File: src/rtl/tmr2_defines.svh
// Purpose: constants for the timer two block
// Assumes: byte-wide register port, word index addressing
// Notes:   offsets are register indices on the local port
`ifndef TMR2_DEFINES_SVH
`define TMR2_DEFINES_SVH

`define TMR2_ADDR_W          3
`define TMR2_OFF_CTRL        3'h0
`define TMR2_OFF_CNT_LO      3'h1
`define TMR2_OFF_CNT_HI      3'h2
`define TMR2_OFF_CAP_LO      3'h3
`define TMR2_OFF_CAP_HI      3'h4
`define TMR2_OFF_IRQ_STAT    3'h5
`define TMR2_OFF_IRQ_MASK    3'h6
`define TMR2_OFF_IE          3'h7

`define TMR2_BIT_OVF         7
`define TMR2_BIT_EXF         6
`define TMR2_BIT_RXSEL       5
`define TMR2_BIT_TXSEL       4
`define TMR2_BIT_EXEN        3
`define TMR2_BIT_RUN         2
`define TMR2_BIT_CT          1
`define TMR2_BIT_CPRL        0

`define TMR2_CTRL_RST        8'h00
`define TMR2_CNT_RST         16'h0000
`define TMR2_CNT_MAX         16'hFFFF
`define TMR2_PRESCALE_DIV    6
`define TMR2_PRE_W           3
`define TMR2_PRE_LAST        3'h5

`define TMR2_EV_OVF          0
`define TMR2_EV_EXF          1
`define TMR2_EV_CAP          2
`define TMR2_EV_N            3

`endif

File: src/rtl/tmr2_pkg.sv
// Purpose: types for the timer two block
// Assumes: constants live in tmr2_defines.svh
// Notes:   control layout matches the control register bit order
package tmr2_pkg;

    typedef struct packed {
        logic       overflow_flag;
        logic       external_trigger_flag;
        logic       rx_baud_select;
        logic       tx_baud_select;
        logic       external_trigger_enable;
        logic       run_control;
        logic       timer_counter_select;
        logic       capture_reload_select;
    } tmr2_ctrl_t;

    typedef struct packed {
        logic [2:0] addr;
        logic [7:0] wdata;
        logic       wr;
        logic       rd;
    } tmr2_req_t;

    typedef enum logic [2:0] {
        TMR2_OFF     = 3'b001,
        TMR2_CAPTURE = 3'b010,
        TMR2_RELOAD  = 3'b100
    } tmr2_mode_t;

endpackage : tmr2_pkg

File: src/rtl/tmr2_timer.sv
// Purpose: 16-bit timer/counter two with capture, auto-reload and baud modes
// Assumes: i_count_pin and i_external_trigger_input synchronous to i_clk_sys
// Notes:   register port answers reads one cycle later; no wait states
`include "tmr2_defines.svh"

//////////////////////////////////////////////////////////////////////////////
// Summary of operation
// - select bit 0 counts the clock divided by six, 1 counts count-pin falling edges.
// - capture mode without external enable is a plain 16-bit counter setting overflow.
// - in capture mode with external enable a trigger fall copies count to capture bytes.
// - such a capture also sets the external flag.
// - in auto-reload mode rollover sets overflow and loads count from the reload pair.
// - in auto-reload with external enable a trigger fall reloads and sets external flag.
// - either baud select bit set enters baud mode whatever the capture/reload bit is.
// - baud mode forces auto-reload on each overflow.
// - with either baud select bit set the overflow flag is not set.
// - hardware only sets the two flags; software clears them by writing zero.
// - with interrupt enabled either flag raises the timer two interrupt.
// - receive select set gives our overflow pulses as receive clock, else timer one.
// - transmit select set gives our overflow pulses as transmit clock, else timer one.
// - with baud bits clear and run set, capture bit 0 is reload and 1 is capture.
module tmr2_timer (
    input  wire logic       i_clk_sys,
    input  wire logic       i_nrst,
    input  wire logic [2:0] i_addr,
    input  wire logic [7:0] i_wdata,
    input  wire logic       i_wr,
    input  wire logic       i_rd,
    input  wire logic       i_count_pin,
    input  wire logic       i_external_trigger_input,
    input  wire logic       i_timer1_ovf,
    output logic      [7:0] o_rdata,
    output logic            o_irq,
    output logic            o_timer2_irq,
    output logic            o_rx_baud_clk,
    output logic            o_tx_baud_clk,
    output tmr2_pkg::tmr2_ctrl_t o_ctrl
);
    import tmr2_pkg::*;

    //////////////////////////////////////////////////////////////////////////
    // reset release
    logic                   rst_meta_ff;
    logic                   rst_n_ff;

    always_ff @(posedge i_clk_sys or negedge i_nrst) begin
        if (!i_nrst) begin
            rst_meta_ff <= 1'b0;
            rst_n_ff    <= 1'b0;
        end else begin
            rst_meta_ff <= 1'b1;
            rst_n_ff    <= rst_meta_ff;
        end
    end

    //////////////////////////////////////////////////////////////////////////
    // declarations
    tmr2_ctrl_t             ctrl_ff;
    logic [15:0]            cnt_ff;
    logic [15:0]            cap_ff;
    logic [`TMR2_PRE_W-1:0] pre_ff;
    logic [`TMR2_EV_N-1:0]  stat_ff;
    logic [`TMR2_EV_N-1:0]  mask_ff;
    logic                   ie_ff;
    logic                   cnt_fall;
    logic                   trig_fall;
    logic                   baud_mode;
    logic                   tick;
    logic                   ovf;
    logic                   ext_ev;
    logic                   wr_ctrl;
    logic                   wr_cnt_lo;
    logic                   wr_cnt_hi;
    logic                   wr_cap_lo;
    logic                   wr_cap_hi;
    logic                   wr_mask;
    logic                   wr_ie;
    logic                   rd_stat;
    logic                   ev_ovf_flag;
    logic                   ev_cap;
    logic [`TMR2_EV_N-1:0]  ev_vec;
    logic                   rx_pulse;
    logic                   tx_pulse;
    logic                   irq_lvl;
    logic                   t2_irq_lvl;
    tmr2_req_t              bus_req;
    tmr2_mode_t             mode;
    tmr2_ctrl_t             wctrl;
    logic [15:0]            nxt_cnt;
    logic [7:0]             nxt_rdata;

    //////////////////////////////////////////////////////////////////////////
    // register port decode
    // one strobe per register; reads and writes never overlap
    assign bus_req = '{addr: i_addr, wdata: i_wdata, wr: i_wr, rd: i_rd};

    assign wctrl     = tmr2_ctrl_t'(bus_req.wdata);
    assign wr_ctrl   = bus_req.wr && (bus_req.addr == `TMR2_OFF_CTRL);
    assign wr_cnt_lo = bus_req.wr && (bus_req.addr == `TMR2_OFF_CNT_LO);
    assign wr_cnt_hi = bus_req.wr && (bus_req.addr == `TMR2_OFF_CNT_HI);
    assign wr_cap_lo = bus_req.wr && (bus_req.addr == `TMR2_OFF_CAP_LO);
    assign wr_cap_hi = bus_req.wr && (bus_req.addr == `TMR2_OFF_CAP_HI);
    assign wr_mask   = bus_req.wr && (bus_req.addr == `TMR2_OFF_IRQ_MASK);
    assign wr_ie     = bus_req.wr && (bus_req.addr == `TMR2_OFF_IE);
    assign rd_stat   = bus_req.rd && (bus_req.addr == `TMR2_OFF_IRQ_STAT);

    tmr2_fall_det u_cnt_fall (
        .i_clk_sys (i_clk_sys),
        .i_rst_n   (rst_n_ff),
        .i_level   (i_count_pin),
        .o_fall    (cnt_fall)
    );

    tmr2_fall_det u_trig_fall (
        .i_clk_sys (i_clk_sys),
        .i_rst_n   (rst_n_ff),
        .i_level   (i_external_trigger_input),
        .o_fall    (trig_fall)
    );

    //////////////////////////////////////////////////////////////////////////
    // mode decode
    assign baud_mode = ctrl_ff.rx_baud_select | ctrl_ff.tx_baud_select;

    always_comb begin
        if (!ctrl_ff.run_control) begin
            mode = TMR2_OFF;
        end else if (baud_mode || !ctrl_ff.capture_reload_select) begin
            mode = TMR2_RELOAD;
        end else begin
            mode = TMR2_CAPTURE;
        end
    end

    //////////////////////////////////////////////////////////////////////////
    // prescaler: one tick every six clocks
    always_ff @(posedge i_clk_sys or negedge rst_n_ff) begin
        if (!rst_n_ff) begin
            pre_ff <= '0;
        end else if (!ctrl_ff.run_control || ctrl_ff.timer_counter_select) begin
            pre_ff <= '0;
        end else if (pre_ff == `TMR2_PRE_LAST) begin
            pre_ff <= '0;
        end else begin
            pre_ff <= pre_ff + `TMR2_PRE_W'(1);
        end
    end

    always_comb begin
        if (ctrl_ff.timer_counter_select) begin
            tick = cnt_fall;
        end else begin
            tick = (pre_ff == `TMR2_PRE_LAST);
        end
    end

    assign ovf    = (mode != TMR2_OFF) && tick && (cnt_ff == `TMR2_CNT_MAX);
    assign ext_ev = (mode != TMR2_OFF) && ctrl_ff.external_trigger_enable && trig_fall
                    && !baud_mode;

    // flag events; baud mode never raises the overflow flag
    assign ev_ovf_flag = ovf && !baud_mode;
    assign ev_cap      = ext_ev && (mode == TMR2_CAPTURE);

    always_comb begin
        ev_vec               = '0;
        ev_vec[`TMR2_EV_OVF] = ev_ovf_flag;
        ev_vec[`TMR2_EV_EXF] = ext_ev;
        ev_vec[`TMR2_EV_CAP] = ev_cap;
    end

    //////////////////////////////////////////////////////////////////////////
    // counter
    always_comb begin
        nxt_cnt = cnt_ff;
        case (mode)
            TMR2_OFF: begin
                nxt_cnt = cnt_ff;
            end
            TMR2_CAPTURE: begin
                if (tick) begin
                    nxt_cnt = cnt_ff + 16'h0001;
                end
            end
            TMR2_RELOAD: begin
                if (ovf || ext_ev) begin
                    nxt_cnt = cap_ff;
                end else if (tick) begin
                    nxt_cnt = cnt_ff + 16'h0001;
                end
            end
            default: begin
                nxt_cnt = cnt_ff;
            end
        endcase
    end

    always_ff @(posedge i_clk_sys or negedge rst_n_ff) begin
        if (!rst_n_ff) begin
            cnt_ff <= `TMR2_CNT_RST;
        end else if (wr_cnt_lo) begin
            // a software write to the count wins over counting
            cnt_ff <= {cnt_ff[15:8], bus_req.wdata};
        end else if (wr_cnt_hi) begin
            cnt_ff <= {bus_req.wdata, cnt_ff[7:0]};
        end else begin
            cnt_ff <= nxt_cnt;
        end
    end

    //////////////////////////////////////////////////////////////////////////
    // capture / reload pair
    always_ff @(posedge i_clk_sys or negedge rst_n_ff) begin
        if (!rst_n_ff) begin
            cap_ff <= `TMR2_CNT_RST;
        end else if (ev_cap) begin
            // a trigger capture wins over a software write to the pair
            cap_ff <= cnt_ff;
        end else if (wr_cap_lo) begin
            cap_ff <= {cap_ff[15:8], bus_req.wdata};
        end else if (wr_cap_hi) begin
            cap_ff <= {bus_req.wdata, cap_ff[7:0]};
        end
    end

    //////////////////////////////////////////////////////////////////////////
    // control register and flags; hardware set beats software clear
    always_ff @(posedge i_clk_sys or negedge rst_n_ff) begin
        if (!rst_n_ff) begin
            ctrl_ff <= tmr2_ctrl_t'(`TMR2_CTRL_RST);
        end else begin
            if (wr_ctrl) begin
                ctrl_ff.rx_baud_select          <= wctrl.rx_baud_select;
                ctrl_ff.tx_baud_select          <= wctrl.tx_baud_select;
                ctrl_ff.external_trigger_enable <= wctrl.external_trigger_enable;
                ctrl_ff.run_control             <= wctrl.run_control;
                ctrl_ff.timer_counter_select    <= wctrl.timer_counter_select;
                ctrl_ff.capture_reload_select   <= wctrl.capture_reload_select;
            end
            if (ev_ovf_flag) begin
                ctrl_ff.overflow_flag <= 1'b1;
            end else if (wr_ctrl && !wctrl.overflow_flag) begin
                ctrl_ff.overflow_flag <= 1'b0;
            end
            if (ext_ev) begin
                ctrl_ff.external_trigger_flag <= 1'b1;
            end else if (wr_ctrl && !wctrl.external_trigger_flag) begin
                ctrl_ff.external_trigger_flag <= 1'b0;
            end
        end
    end

    //////////////////////////////////////////////////////////////////////////
    // interrupt status, mask, enable
    always_ff @(posedge i_clk_sys or negedge rst_n_ff) begin
        if (!rst_n_ff) begin
            stat_ff <= '0;
        end else begin
            // sticky until a status read; an event in the read cycle wins
            for (int i = 0; i < `TMR2_EV_N; i++) begin
                if (ev_vec[i]) begin
                    stat_ff[i] <= 1'b1;
                end else if (rd_stat) begin
                    stat_ff[i] <= 1'b0;
                end
            end
        end
    end

    always_ff @(posedge i_clk_sys or negedge rst_n_ff) begin
        if (!rst_n_ff) begin
            mask_ff <= '0;
        end else if (wr_mask) begin
            mask_ff <= bus_req.wdata[`TMR2_EV_N-1:0];
        end
    end

    always_ff @(posedge i_clk_sys or negedge rst_n_ff) begin
        if (!rst_n_ff) begin
            ie_ff <= 1'b0;
        end else if (wr_ie) begin
            ie_ff <= bus_req.wdata[0];
        end
    end

    //////////////////////////////////////////////////////////////////////////
    // read mux
    always_comb begin
        case (i_addr)
            `TMR2_OFF_CTRL:     nxt_rdata = ctrl_ff;
            `TMR2_OFF_CNT_LO:   nxt_rdata = cnt_ff[7:0];
            `TMR2_OFF_CNT_HI:   nxt_rdata = cnt_ff[15:8];
            `TMR2_OFF_CAP_LO:   nxt_rdata = cap_ff[7:0];
            `TMR2_OFF_CAP_HI:   nxt_rdata = cap_ff[15:8];
            `TMR2_OFF_IRQ_STAT: nxt_rdata = {5'h00, stat_ff};
            `TMR2_OFF_IRQ_MASK: nxt_rdata = {5'h00, mask_ff};
            `TMR2_OFF_IE:       nxt_rdata = {7'h00, ie_ff};
            default:            nxt_rdata = 8'h00;
        endcase
    end

    //////////////////////////////////////////////////////////////////////////
    // baud clock selection and interrupt levels
    always_comb begin
        if (ctrl_ff.rx_baud_select) begin
            rx_pulse = ovf;
        end else begin
            rx_pulse = i_timer1_ovf;
        end
    end

    always_comb begin
        if (ctrl_ff.tx_baud_select) begin
            tx_pulse = ovf;
        end else begin
            tx_pulse = i_timer1_ovf;
        end
    end

    assign irq_lvl    = |(stat_ff & mask_ff);
    assign t2_irq_lvl = ie_ff
                        && (ctrl_ff.overflow_flag || ctrl_ff.external_trigger_flag);

    //////////////////////////////////////////////////////////////////////////
    // registered outputs
    always_ff @(posedge i_clk_sys or negedge rst_n_ff) begin
        if (!rst_n_ff) begin
            o_rdata       <= 8'h00;
            o_irq         <= 1'b0;
            o_timer2_irq  <= 1'b0;
            o_rx_baud_clk <= 1'b0;
            o_tx_baud_clk <= 1'b0;
            o_ctrl        <= tmr2_ctrl_t'(`TMR2_CTRL_RST);
        end else begin
            o_rdata       <= i_rd ? nxt_rdata : 8'h00;
            o_irq         <= irq_lvl;
            o_timer2_irq  <= t2_irq_lvl;
            o_rx_baud_clk <= rx_pulse;
            o_tx_baud_clk <= tx_pulse;
            o_ctrl        <= ctrl_ff;
        end
    end
endmodule : tmr2_timer

File: src/rtl/tmr2_fall_det.sv
// Purpose: falling edge detector for one synchronous input
// Assumes: input already synchronous to the clock
// Notes:   pulse lasts one cycle after the high-to-low step
module tmr2_fall_det (
    input  wire logic i_clk_sys,
    input  wire logic i_rst_n,
    input  wire logic i_level,
    output logic      o_fall
);
    logic prev_ff;

    always_ff @(posedge i_clk_sys or negedge i_rst_n) begin
        if (!i_rst_n) begin
            prev_ff <= 1'b1;
        end else begin
            prev_ff <= i_level;
        end
    end

    assign o_fall = prev_ff & ~i_level;
endmodule : tmr2_fall_det

File: config.mk
export PLATFORM = sky130hd
export DESIGN_NAME = tmr2_timer
export DESIGN_NICKNAME = d
export VERILOG_FILES = /design/src/rtl/tmr2_pkg.sv /design/src/rtl/tmr2_timer.sv /design/src/rtl/tmr2_fall_det.sv
export VERILOG_INCLUDE_DIRS = /design/src /design/src/rtl
export SDC_FILE = /design/constraint.sdc
export NUM_CORES = 1
export LEC_CHECK = 0
export BUFFER_PORTS_ARGS = -buffer_cell sky130_fd_sc_hd__buf_4
export CELL_PAD_IN_SITES_DETAIL_PLACEMENT = 2
export CELL_PAD_IN_SITES_GLOBAL_PLACEMENT = 2
export CORE_MARGIN = 2
export CORE_UTILIZATION = 43
export CTS_BUF_LIST = sky130_fd_sc_hd__clkbuf_2
export DETAILED_ROUTE_END_ITERATION = 10
export PLACE_DENSITY_LB_ADDON = 0.08
export RECOVER_POWER = 100
export SLEW_MARGIN = 20
export SYNTH_ARGS = -nofsm -noshare
export SYNTH_HDL_FRONTEND = slang
export SYNTH_SLANG_ARGS = --single-unit
File: constraint.sdc
create_clock -name i_clk_sys -period 3.69 [get_ports i_clk_sys]
set_input_delay 0.738 -clock i_clk_sys [delete_from_list [all_inputs] [get_ports i_clk_sys]]
set_output_delay 0.738 -clock i_clk_sys [all_outputs]
set_load 0.01 [all_outputs]
==> results of run 1 <==
==> critical path, cell delays in order <==
cell and delay, ns:
clkbuf_1 0.82, clkinv_1 0.54, nand4_1 0.72, mux2i_1 0.28
a21oi_1 0.11
==> worst max path at each step <==
stage | to | start | slack (ns) | cells after the start
after global routing | cap_ff[2]$_DFFE_PN0P_ | i_addr[2] | 0.76 | 5
after CTS | cnt_ff[8]$_DFFE_PN0P_ | cnt_ff[0]$_DFFE_PN0P_ | 1.07 | 7
after global placement | cnt_ff[15]$_DFFE_PN0P_ | i_count_pin | 1.05 | 7
final | cap_ff[2]$_DFFE_PN0P_ | i_addr[2] | 0.90 | 5
after detailed placement | cnt_ff[15]$_DFFE_PN0P_ | i_count_pin | 0.88 | 7
after floorplan | cnt_ff[4]$_DFFE_PN0P_ | i_addr[1] | 1.44 | 9
==> kinds of logic (layout without fill, tap and decap cells) <==
logic type,Yosys count,in the layout
AND/OR/NAND/NOR,114,114
AO/OA/AOI/OAI,96,96
flip-flops,74,74
multiplexers,50,50
buffers and inverters,27,64
XOR/XNOR,13,13
adder cells (fa/ha/maj),1,1
other,1,1
==> report_power, final <==
| group | total [mW] | switching, mW | internal (mW) |
|---|---|---|---|
| logic | 0.699 | 0.382 | 0.317 |
| registers | 1.35 | 0.322 | 1.03 |
| clock network | 0.632 | 0.333 | 0.299 |
| total | 2.69 | 1.04 | 1.65 |
==> placed cells by master (no fill, tap or decap), drive strengths merged, types with 10 or more instances in the layout <==
cell     n
mux2    15
nand3   10
a21oi   26
a22oi   18
nand2   30
nand4   10
o21ai   30
mux2i   34
nor2    36
clkbuf  34
buf     16
dfrtp   72
==> per-layer routing <==
| layer | routed length (um) | global-route usage [%] |
|---|---|---|
| met4 | 259 | 9.168 |
| met3 | 497 | 3.333 |
| met1 | 5502 | 35.91 |
| met5 | 0 | 0 |
| met2 | 6525 | 47.46 |
==> stage by stage <==
stage                     setup slack (ns)  instance area, um2  power, mW
after floorplan                      1.443                3835      1.749
after global placement               1.050                4173      2.034
after detailed placement            0.8798                4173      2.099
after CTS                            1.072                4352      2.745
after global routing                0.7632                4252      2.840
final                               0.8977                4252      2.686
==> layout make-up <==
class | count | area, um2
multi-input cells | 275 | 1843
inverters | 6 | 22.52
well taps | 108 | 135.1
fillers | 944 | 4427
clock inverters | 7 | 123.9
repair buffers | 42 | 224.0
clock buffers | 9 | 45.04
flip-flops and latches | 74 | 1858
==> sequential cells by signal, indices dropped and copies added, names as in the netlist, 3 cells and up <==
register and flops:
cap_ff 16, cnt_ff 16, ctrl_ff 8, o_ctrl 8, o_rdata 8, mask_ff 3
pre_ff 3, stat_ff 3
==> summary.md, run 1 <==
| Metric | Value |
|---|---|
| Run status | finished clean |
| Synth Area in Compound Gates | 15.92% |
| Worst hold path type | input pin to flop |
| Yosys reg bits | 74 |
| RSZ-0062 raised after global routing | no |
| Period utilization | 75.67% |
| FF-to-FF Start | cnt_ff[0]$_DFFE_PN0P_ |
| Main combinational cell family by area after synthesis | compound AO/OA/AOI/OAI gates |
| Slew Limit Fails | 0 |
| FF-to-FF End | cnt_ff[8]$_DFFE_PN0P_ |
| Postcts setup bufs | 0 |
| Main flop type after synthesis | dfrtp_1 |
| Clk buf depth | 2 |
| Post-Synth Adder-Cell Area | 0.3263% |
| CP max FO | 21 |
| Crit path DAT | 3.22 ns |
| Grt total ovfl | 0 |
| Synthesized Nets | 395 |
| Setup TNS | 0 ns |
| Post-synth top area share | 46.98% |
| Root buf cell | clkbuf_2 |
| Drt first-iter violations | 157 |
| Clock H-tree levels | 3 |
| Layout cell share with drive strength beyond 1 | 13.32% |
| Finished Core Util | 48.99% |
| Number of synthesized flops with an enable pin | 0 |
| Reg-to-reg slack, setup | 0.97 ns |
| CTS tree | built |
| Fin. Hold Viols | 0 |
| Leakage | 1.837 nW |
| Slew HR | 24.07% |
| Diodes inserted | 0 |
| ANT nets after route | 0 |
| Pwr Density | 631.8 nW/um2 |
| Final #Nets | 427 |
| Post-Layout Cell Count | 521 |
| Syn-to-layout area delta | 10.86% |
| Post_cts resized | 0 |
| Die Span Y | 98.44 um |
| First-pass GRT wire length | 20250 um |
| Max Fclk | 358.1 MHz |
| Worst Path Class, Setup | input pin to flop |
| Largest net degree at the start of global routing | 73 |
| Hold WS | 0.2593 ns |
| Site row count | 34 |
| Area leader, netlist | dfrtp_1 |
| Ys async rst share | 100.0% |
| Hold Path Depth | 1 |
| Syn avg cell area | 10.20 um2 |
| Routability cong. | 0.8203 |
| Final worst path period need | 2.792 ns |
| Placed insts | 504 |
| Chip Width | 98.44 um |
| Initial Utilization | 44.19% |
| YS warnings | 0 |
| Final WL | 12790 um |
| Post-synthesis cell area | 3835 um2 |
| DR vias | 3210 |
| Mapped Cells | 376 |
| Sinks on Clock Net | 74 |
| Max-Cap Viols | 0 |
| DRC Markers | 0 |
| Slew @ Worst Pin | 1.139 ns |
| Count leader, synth | dfrtp_1 |
| Clock Skews | 0.01745 ns |
| HP Start | i_external_trigger_input |
| Post-CTS Hold Fix Bufs | 1 |
| Vias in the first global route | 3535 |
| Vias per inst | 6.161 |
| TritonCTS Buffers | 9 |
| WL/cell | 24.54 um |
| I/O Buffers | 37 |
| CORE AREA | 8678 um2 |
| Area contributors post-synth | dfrtp_1 (47%), mux2i_1 (8.9%), mux2_2 (4.4%) |
| Post-Synth XOR/XNOR Area | 2.969% |
| Initial antenna violation count | 0 |
| Setup crit start kind | input pin |
| Post-synthesis sequential area ratio | 48.35% |
| R2R depth | 7 |
| Commonest cells post-synth | dfrtp_1 (72), nor2_1 (36), mux2i_1 (34) |
| Ports | 38 |
| GRT Total Usage | 27.44% |
| Worst-path clk slew | 0.24 ns |
| Total die area | 9689 um2 |
| Hold endpoint | u_trig_fall.prev_ff$_DFF_PN1_ |
| Maximum resistive drop on vdd | 0.2143 mV |
| Yosys cell types | 57 |
| Clock Latency Late Sink | 0.54 ns |
| Simple-gate share of the synthesized area | 15.04% |
| Initial DRT Pass Iterations | 4 |
| Multiplexer share of the synthesized area | 13.87% |
| Final setup violation count | 0 |
| HPWL after DPL | 9000 um |
| CP Data Required Time | 4.12 ns |
| CP endpoint kind | flop |
No activity file was read; power rests on OpenSTA's default activity.
==> run 2, diff against run 1 <==
CORE_UTILIZATION = 40   (was 43)
clock period = 2.8 ns   (was 3.69 ns; I/O delays follow)
==> run 2 against run 1 <==
Effect of this change: the run now ends with capacitance limit, slew limit left; sequential share of layout area decreased by 0.67 points; register-to-register slack worse by 0.54 ns; first-iteration DRC count decreased by 24%; largest cell class unchanged; design area up 1.4%; core utilization shrank 2.5 points; hold slack got worse by 0.20 ns; global-route usage down 1.3 points.
==> summary.md, run 2 (synthesis gave the netlist of run 1 again) <==
| Metric | Value |
|---|---|
| Run status | finished with violations |
| Failing checks | capacitance limit, slew limit |
| Fin. Hold Viols | 0 (unchanged) |
| Sinks on Clock Net | 74 (unchanged) |
| Setup TNS | 0 ns (unchanged) |
| TritonCTS Buffers | 9 (unchanged) |
| Final setup violation count | 0 (unchanged) |
| Hold endpoint | u_trig_fall.prev_ff$_DFF_PN1_ |
| FF-to-FF End | cnt_ff[1]$_DFFE_PN0P_ |
| Slew @ Worst Pin | 1.602 ns (+0.4629 ns) |
| Syn-to-layout area delta | 12.43% |
| Hold Path Depth | 1 (unchanged) |
| Most common cell after layout, fill and taps aside | dfrtp_1 |
| Max Fclk | 410.7 MHz |
| Max-Cap Viols | 1 (+1) |
| Initial DRT Pass Iterations | 4 (unchanged) |
| WL/cell | 22.91 um (-6.7%) |
| Clock H-tree levels | 3 (unchanged) |
| Commonest cells after routing, fill and taps aside | dfrtp_1 (71), nor2_1 (36), mux2i_1 (34) |
| Final #Nets | 433 (+1.4%) |
| Crit-path slowest cell | clkbuf_1 |
| DRC Markers | 0 (unchanged) |
| GRT Total Usage | 26.18% (-1.3 points) |
| HP Start | i_external_trigger_input |
| Die Span Y | 101.9 um (+3.5%) |
| Crit path DAT | 2.95 ns (-0.27 ns) |
| Grt total ovfl | 0 (unchanged) |
| Worst hold path type | input pin to flop |
| Clk buf depth | 2 (unchanged) |
| Worst Path Class, Setup | input pin to flop |
| Setup crit start kind | input pin |
| Final WL | 12550 um (-1.8%) |
| RSZ-0062 raised after global routing | no |
| Root buf cell | clkbuf_2 |
| Regs by FF count | cap_ff (16), cnt_ff (16) |
| Total power | 3.526 mW (+31%) |
| CP max FO | 18 (-14%) |
| CP Data Required Time | 3.31 ns (-0.81 ns) |
| Worst-path clk slew | 0.20 ns (-0.04 ns) |
| CP cell instances | clkbuf_1, and4bb_2, nor2_1, nand2_1, or3_1, nand3_1 |
| Clock Skews | 0.04119 ns (+0.02374 ns) |
| CP bufs+invs | 1 (-1) |
| Vias per inst | 5.786 (-6.1%) |
| Critical path's largest stage delay | 0.70 ns (-0.12 ns) |
| Layout cell share with drive strength beyond 1 | 14.08% (+0.76 points) |
| Slew Limit Fails | 73 (+73) |
| Chip Width | 101.9 um (+3.5%) |
| Clock Latency Late Sink | 0.60 ns (+0.06 ns) |
| R2R depth | 6 (-1) |
| I/O Buffers | 37 (unchanged) |
| First-pass GRT wire length | 20110 um (-0.68%) |
| Final worst path period need | 2.435 ns |
| Slew HR | -6.793% (-31 points) |
| FF-to-FF Start | ctrl_ff[2]$_DFFE_PN0P_ |
| Period utilization | 86.96% |
| Reg-to-reg slack, setup | 0.43 ns (-0.54 ns) |
| Maximum resistive drop on vdd | 0.3314 mV (+55%) |
| ANT nets after route | 0 (unchanged) |
| Fill cells | 1030 (+9.1%) |
| DR vias | 3171 (-1.2%) |
| Total die area | 10390 um2 (+7.2%) |
| Drt first-iter violations | 120 (-24%) |
| Worst path top cell family by delay | simple AND/OR/NAND/NOR gates |
| Leakage | 1.853 nW (+0.84%) |
| Pwr Density | 817.8 nW/um2 (+29%) |
| CP endpoint kind | flop |
| CORE AREA | 9284 um2 (+7.0%) |
| Vias in the first global route | 3471 (-1.8%) |
| HPWL after DPL | 8926 um (-0.82%) |
| CTS tree | built |
| Largest net degree at the start of global routing | 73 (unchanged) |
| Initial Utilization | 41.31% (-2.9 points) |
| Site row count | 35 (+2.9%) |
| Diodes inserted | 0 (unchanged) |
| Routability cong. | 0.8464 (+3.2%) |
| Initial antenna violation count | 0 (unchanged) |
| Ports | 38 (unchanged) |
[run 2: changes by cell type in the layout (fill, tap and decap cells not counted), sizes merged]
cell / previous run / this run
buf: 16 / 18
clkbuf: 34 / 39
clkinv: 1 / 3
inv: 8 / 5
[run 2: worst max-delay path by stage]
stage                                 startpoint               endpoint  depth (start not counted)
after floorplan               rst_n_ff$_DFF_PN0_  cap_ff[0]$_DFFE_PN0P_                          0
after global placement                 i_addr[2]  cnt_ff[6]$_DFFE_PN0P_                          6
after detailed placement               i_addr[2]  cnt_ff[6]$_DFFE_PN0P_                          6
after CTS                 ctrl_ff[4]$_DFFE_PN0P_  cnt_ff[1]$_DFFE_PN0P_                          6
after global routing                   i_addr[1]  cnt_ff[6]$_DFFE_PN0P_                          6
final                                  i_addr[1]  cnt_ff[6]$_DFFE_PN0P_                          6
[run 2: what timing repair did]
item	CTS	global route
buffers inserted	0	0
hold buffers	1	0
gates resized for setup	0	0
endpoints found under the hold margin	2	0
[run 2: worst register-to-register path, delay by kind of cell, from the launching register on]
kind	cells	cell delay [ns]
multiplexers	1	0.24
flip-flops	1	0.39
AO/OA/AOI/OAI	2	0.36
buffers and inverters	2	0.89
AND/OR/NAND/NOR	1	0.39
[run 2: final cells by class]
type	instances	area, um2	area share, %
timing repair buffer	48	267.8	6.210
sequential	74	1856	43.04
multi-input combinational	275	1848	42.86
clock inverter	6	106.4	2.467
inverter	6	22.52	0.5223
clock buffer	10	50.05	1.161
tap	129	161.4	3.743
[run 2: through the flow]
step	setup slack, ns	hold slack [ns]	utilization, %	area, um2	cells
2_1_floorplan	0.5901	0.2644	-	3835	376
3_3_place_gp	0.3760	0.3359	45.85	4257	531
3_5_place_dp	0.2980	0.3397	45.85	4257	531
4_1_cts	0.4824	0.06394	47.64	4423	548
5_1_grt	0.2343	0.04444	46.44	4312	548
6_report	0.3650	0.06052	46.44	4312	548
[run 2: power breakdown]
part           total, mW  switching [mW]  internal (mW)  leakage, nW
combinational      0.956           0.521          0.435        0.851
sequential          1.77           0.410           1.36        0.913
clock              0.801           0.417          0.384       0.0896
[run 2: per-layer routing]
layer | GRT usage [%] | vias to the layer above | wire length (um)
li1 | - | 1442 | -
met3 | 3.899 | 16 | 402
met4 | 8.821 | 0 | 216
met5 | 0 | - | 0
met1 | 35.68 | 1654 | 5909
met2 | 42.91 | 59 | 6023
==> run 3, diff against run 2 <==
ABC_AREA = 1   (was not set)
CORE_UTILIZATION = 35   (was 40)
CTS_BUF_LIST = sky130_fd_sc_hd__clkbuf_4 sky130_fd_sc_hd__clkbuf_8 sky130_fd_sc_hd__clkbuf_16   (was sky130_fd_sc_hd__clkbuf_2)
==> run 3 against run 2 <==
Effect of this change: clock skew down 0.037 ns; largest cell class unchanged; largest power group unchanged; the run still ends with capacitance limit, slew limit left; global-route usage up 1.3 points; critical path type is now flop to flop; design area up 8.2%.
==> summary.md, run 3 <==
| Metric | Value |
|---|---|
| Synthesized Nets | 528 (+34%) |
| Period utilization | 85.46% (-1.5 points) |
| Seq pwr share | 39.4% (-11 points) |
| CP endpoint kind | flop |
| Syn-to-layout area delta | 16.28% |
| Vias in the first global route | 4276 (+23%) |
| Clk buf depth | 2 (unchanged) |
| Post-Synth XOR/XNOR Area | 1.965% (-1.0 points) |
| Clock Skews | 0.004021 ns (-0.03717 ns) |
| Ports | 38 (unchanged) |
| Initial antenna violation count | 0 (unchanged) |
| HPWL after DPL | 12120 um (+36%) |
| Crit path DAT | 2.59 ns (-0.36 ns) |
| Worst hold path type | input pin to flop |
| Post-Layout Cell Count | 702 (+28%) |
| Post-Synth Adder-Cell Area | 0.3119% (-0.014 points) |
| CTS tree | built |
| Leakage | 2.206 nW (+19%) |
| Final setup violation count | 0 (unchanged) |
| Worst-path clk slew | 0.06 ns (-0.14 ns) |
| Commonest cells after routing, fill and taps aside | nand2_1 (108), dfrtp_1 (71), nand3_1 (63) |
| Largest net degree at the start of global routing | 73 (unchanged) |
| Initial DRT Pass Iterations | 4 (unchanged) |
| Vias per inst | 5.524 (-4.5%) |
| Clock Latency Late Sink | 0.35 ns (-0.25 ns) |
| Max-Cap Viols | 1 (unchanged) |
| Chip Width | 111.1 um (+9.0%) |
| Post-synthesis sequential area ratio | 46.23% (-2.1 points) |
| Site row count | 39 (+11%) |
| Post-synthesis cell area | 4011 um2 (+4.6%) |
| First-pass GRT wire length | 25720 um (+28%) |
| Root buf cell | clkbuf_16 |
| Die Span Y | 111.1 um (+9.0%) |
| GRT Total Usage | 27.51% (+1.3 points) |
| Max Fclk | 417.9 MHz (+1.8%) |
| Final #Nets | 573 (+32%) |
| Mapped Cells | 509 (+35%) |
| Initial Utilization | 35.43% (-5.9 points) |
| Sinks on Clock Net | 74 (unchanged) |
| Main combinational cell family by area after synthesis | simple AND/OR/NAND/NOR gates |
| Syn avg cell area | 7.881 um2 (-23%) |
| Yosys cell types | 40 (-30%) |
| DRC Markers | 0 (unchanged) |
| Slew Limit Fails | 73 (unchanged) |
| Pwr Density | 915.1 nW/um2 (+12%) |
| Multiplexer share of the synthesized area | 0.2807% (-14 points) |
| Slew HR | -10.20% (-3.4 points) |
| Net switching power | 1.724 mW (+28%) |
| Count leader, synth | nand2_1 |
| Post-CTS Hold Fix Bufs | 1 (unchanged) |
| Clock power frac | 29.8% (+7.1 points) |
| Final worst path period need | 2.393 ns (-0.04198 ns) |
| Layout cell share with drive strength beyond 1 | 10.38% (-3.7 points) |
| Placed insts | 685 (+29%) |
| Number of synthesized flops with an enable pin | 0 (unchanged) |
| Commonest cells post-synth | nand2_1 (107), dfrtp_1 (72), nand3_1 (62) |
| CP Data Required Time | 3.00 ns (-0.31 ns) |
| Clock H-tree levels | 3 (unchanged) |
| Regs by FF count | cap_ff (16), cnt_ff (16) |
| DR vias | 3878 (+22%) |
| Drt first-iter violations | 275 (+130%) |
| Maximum resistive drop on vdd | 0.3360 mV (+1.4%) |
| Setup crit start kind | flop |
| Part of the power in combinational logic | 30.9% (+3.8 points) |
| Fill cells | 1328 (+29%) |
| Internal Pwr Total | 2.545 mW (+17%) |
| Failing checks | capacitance limit, slew limit |
| Main flop type after synthesis | dfrtp_1 |
| Ys async rst share | 100.0% (unchanged) |
| Total die area | 12330 um2 (+19%) |
| Most common cell after layout, fill and taps aside | nand2_1 |
| Post_cts resized | 0 (unchanged) |
| Grt total ovfl | 0 (unchanged) |
| Post-synth top area share | 44.92% (-2.1 points) |
| I/O Buffers | 37 (unchanged) |
| Routability cong. | 0.8783 (+3.8%) |
| YS warnings | 0 (unchanged) |
| TritonCTS Buffers | 9 (unchanged) |
| Diodes inserted | 0 (unchanged) |
| Fin. Hold Viols | 0 (unchanged) |
| Run status | finished with violations |
| Worst Path Class, Setup | flop to flop |
| Area contributors post-synth | dfrtp_1 (45%), nand2_1 (10%), nand3_1 (7.7%) |
| CORE AREA | 11320 um2 (+22%) |
| CP max FO | 11 (-7) |
| Synth Area in Compound Gates | 15.13% (-0.79 points) |
| Setup TNS | 0 ns (unchanged) |
| Total power | 4.268 mW (+21%) |
| Hold WS | 0.3207 ns (+0.2602 ns) |
| Finished Core Util | 41.20% (-5.2 points) |
| Postcts setup bufs | 0 (unchanged) |
| Final WL | 16210 um (+29%) |
| ANT nets after route | 0 (unchanged) |
| Yosys reg bits | 74 (unchanged) |
| Area leader, netlist | dfrtp_1 |
| Slew @ Worst Pin | 1.653 ns (+0.05111 ns) |
| RSZ-0062 raised after global routing | no |
| Switching fraction of total power | 40.39% (+2.2 points) |
| WL/cell | 23.09 um (+0.79%) |
| Simple-gate share of the synthesized area | 28.17% (+13 points) |
==> run 3: changes by cell type in the layout (fill, tap and decap cells not counted), sizes merged, moves of 5 or more <==
cell,change
nand2,+80
nand4,-5
nor2,+28
mux2,-14
xnor2,-7
inv,+55
o211ai,+11
and3,-7
mux2i,-34
a221oi,+6
o21ai,-6
a22oi,-17
a21oi,+14
nand3,+53
==> run 3: area by class of cell <==
type	instances	area, um2	area share, %
Tap cell	143	178.9	3.836
Sequential cell	74	1856	39.78
Clock inverter	7	93.84	2.012
Timing Repair Buffer	47	261.5	5.606
Inverter	61	229.0	4.909
Clock buffer	9	225.2	4.828
Multi-Input combinational cell	361	1821	39.03
==> run 3: stage by stage <==
stage	setup slack (ns)	cell area [um2]
6_report	0.4070	4664
5_1_grt	0.2037	4664
4_1_cts	0.5815	4783
3_5_place_dp	0.4753	4454
3_3_place_gp	0.5483	4454
2_1_floorplan	0.5901	4011
==> run 3: routing by layer <==
metal / wire length [um] / track usage, % / share of wire [%]
met3: 580 / 3.663 / 3.6
met2: 8059 / 46.18 / 50
met4: 487 / 11.52 / 3.0
met1: 7080 / 35.91 / 44
met5: 0 / 0 / 0
==> run 3: logic make-up (layout without fill, tap and decap cells) <==
| group | Yosys count | in the layout |
|---|---|---|
| and+or+nand+nor | 250 | 250 |
| AOI/OAI and AO/OA | 99 | 99 |
| DFF | 74 | 74 |
| buffers and inverters | 74 | 124 |
| xor gates and xnor gates | 9 | 9 |
| adders and majority gates | 1 | 1 |
| other | 1 | 1 |
| muxes | 1 | 1 |
==> run 3: path summary, 6_finish.rpt <==
path,from,end,slack (ns),cells after the start
setup / recovery,ctrl_ff[4]$_DFFE_PN0P_,cap_ff[0]$_DFFE_PN0P_,0.41,8
hold / removal,i_external_trigger_input,u_trig_fall.prev_ff$_DFF_PN1_,0.32,1
setup reg to reg,ctrl_ff[4]$_DFFE_PN0P_,cap_ff[0]$_DFFE_PN0P_,0.41,8
hold reg to reg,rst_meta_ff$_DFF_PN0_,rst_n_ff$_DFF_PN0_,0.36,0
max in group asynchronous,rst_n_ff$_DFF_PN0_,cap_ff[0]$_DFFE_PN0P_,1.10,0
min in group asynchronous,i_nrst,rst_n_ff$_DFF_PN0_,0.54,2
==> run 3: critical path: stages, from the launching register on <==
cell and delay, ns:
dfrtp_1 0.43, nor2_1 0.29, nand4_1 0.45, nor2_4 0.38, inv_2 0.06, nand2_1 0.22, inv_2 0.18, nand2_1 0.10
o311ai_0 0.13
==> run 3: power by group through the flow <==
| stage | Combinational (mW) | Clock [mW] | Sequential (mW) |
|---|---|---|---|
| 6_report | 1.32 | 1.27 | 1.68 |
| 5_1_grt | 1.50 | 1.32 | 1.72 |
| 4_1_cts | 1.38 | 1.28 | 1.69 |
| 3_5_place_dp | 1.36 | 0 | 1.70 |
| 3_3_place_gp | 1.29 | 0 | 1.68 |
| 2_1_floorplan | 0.882 | 0 | 1.56 |
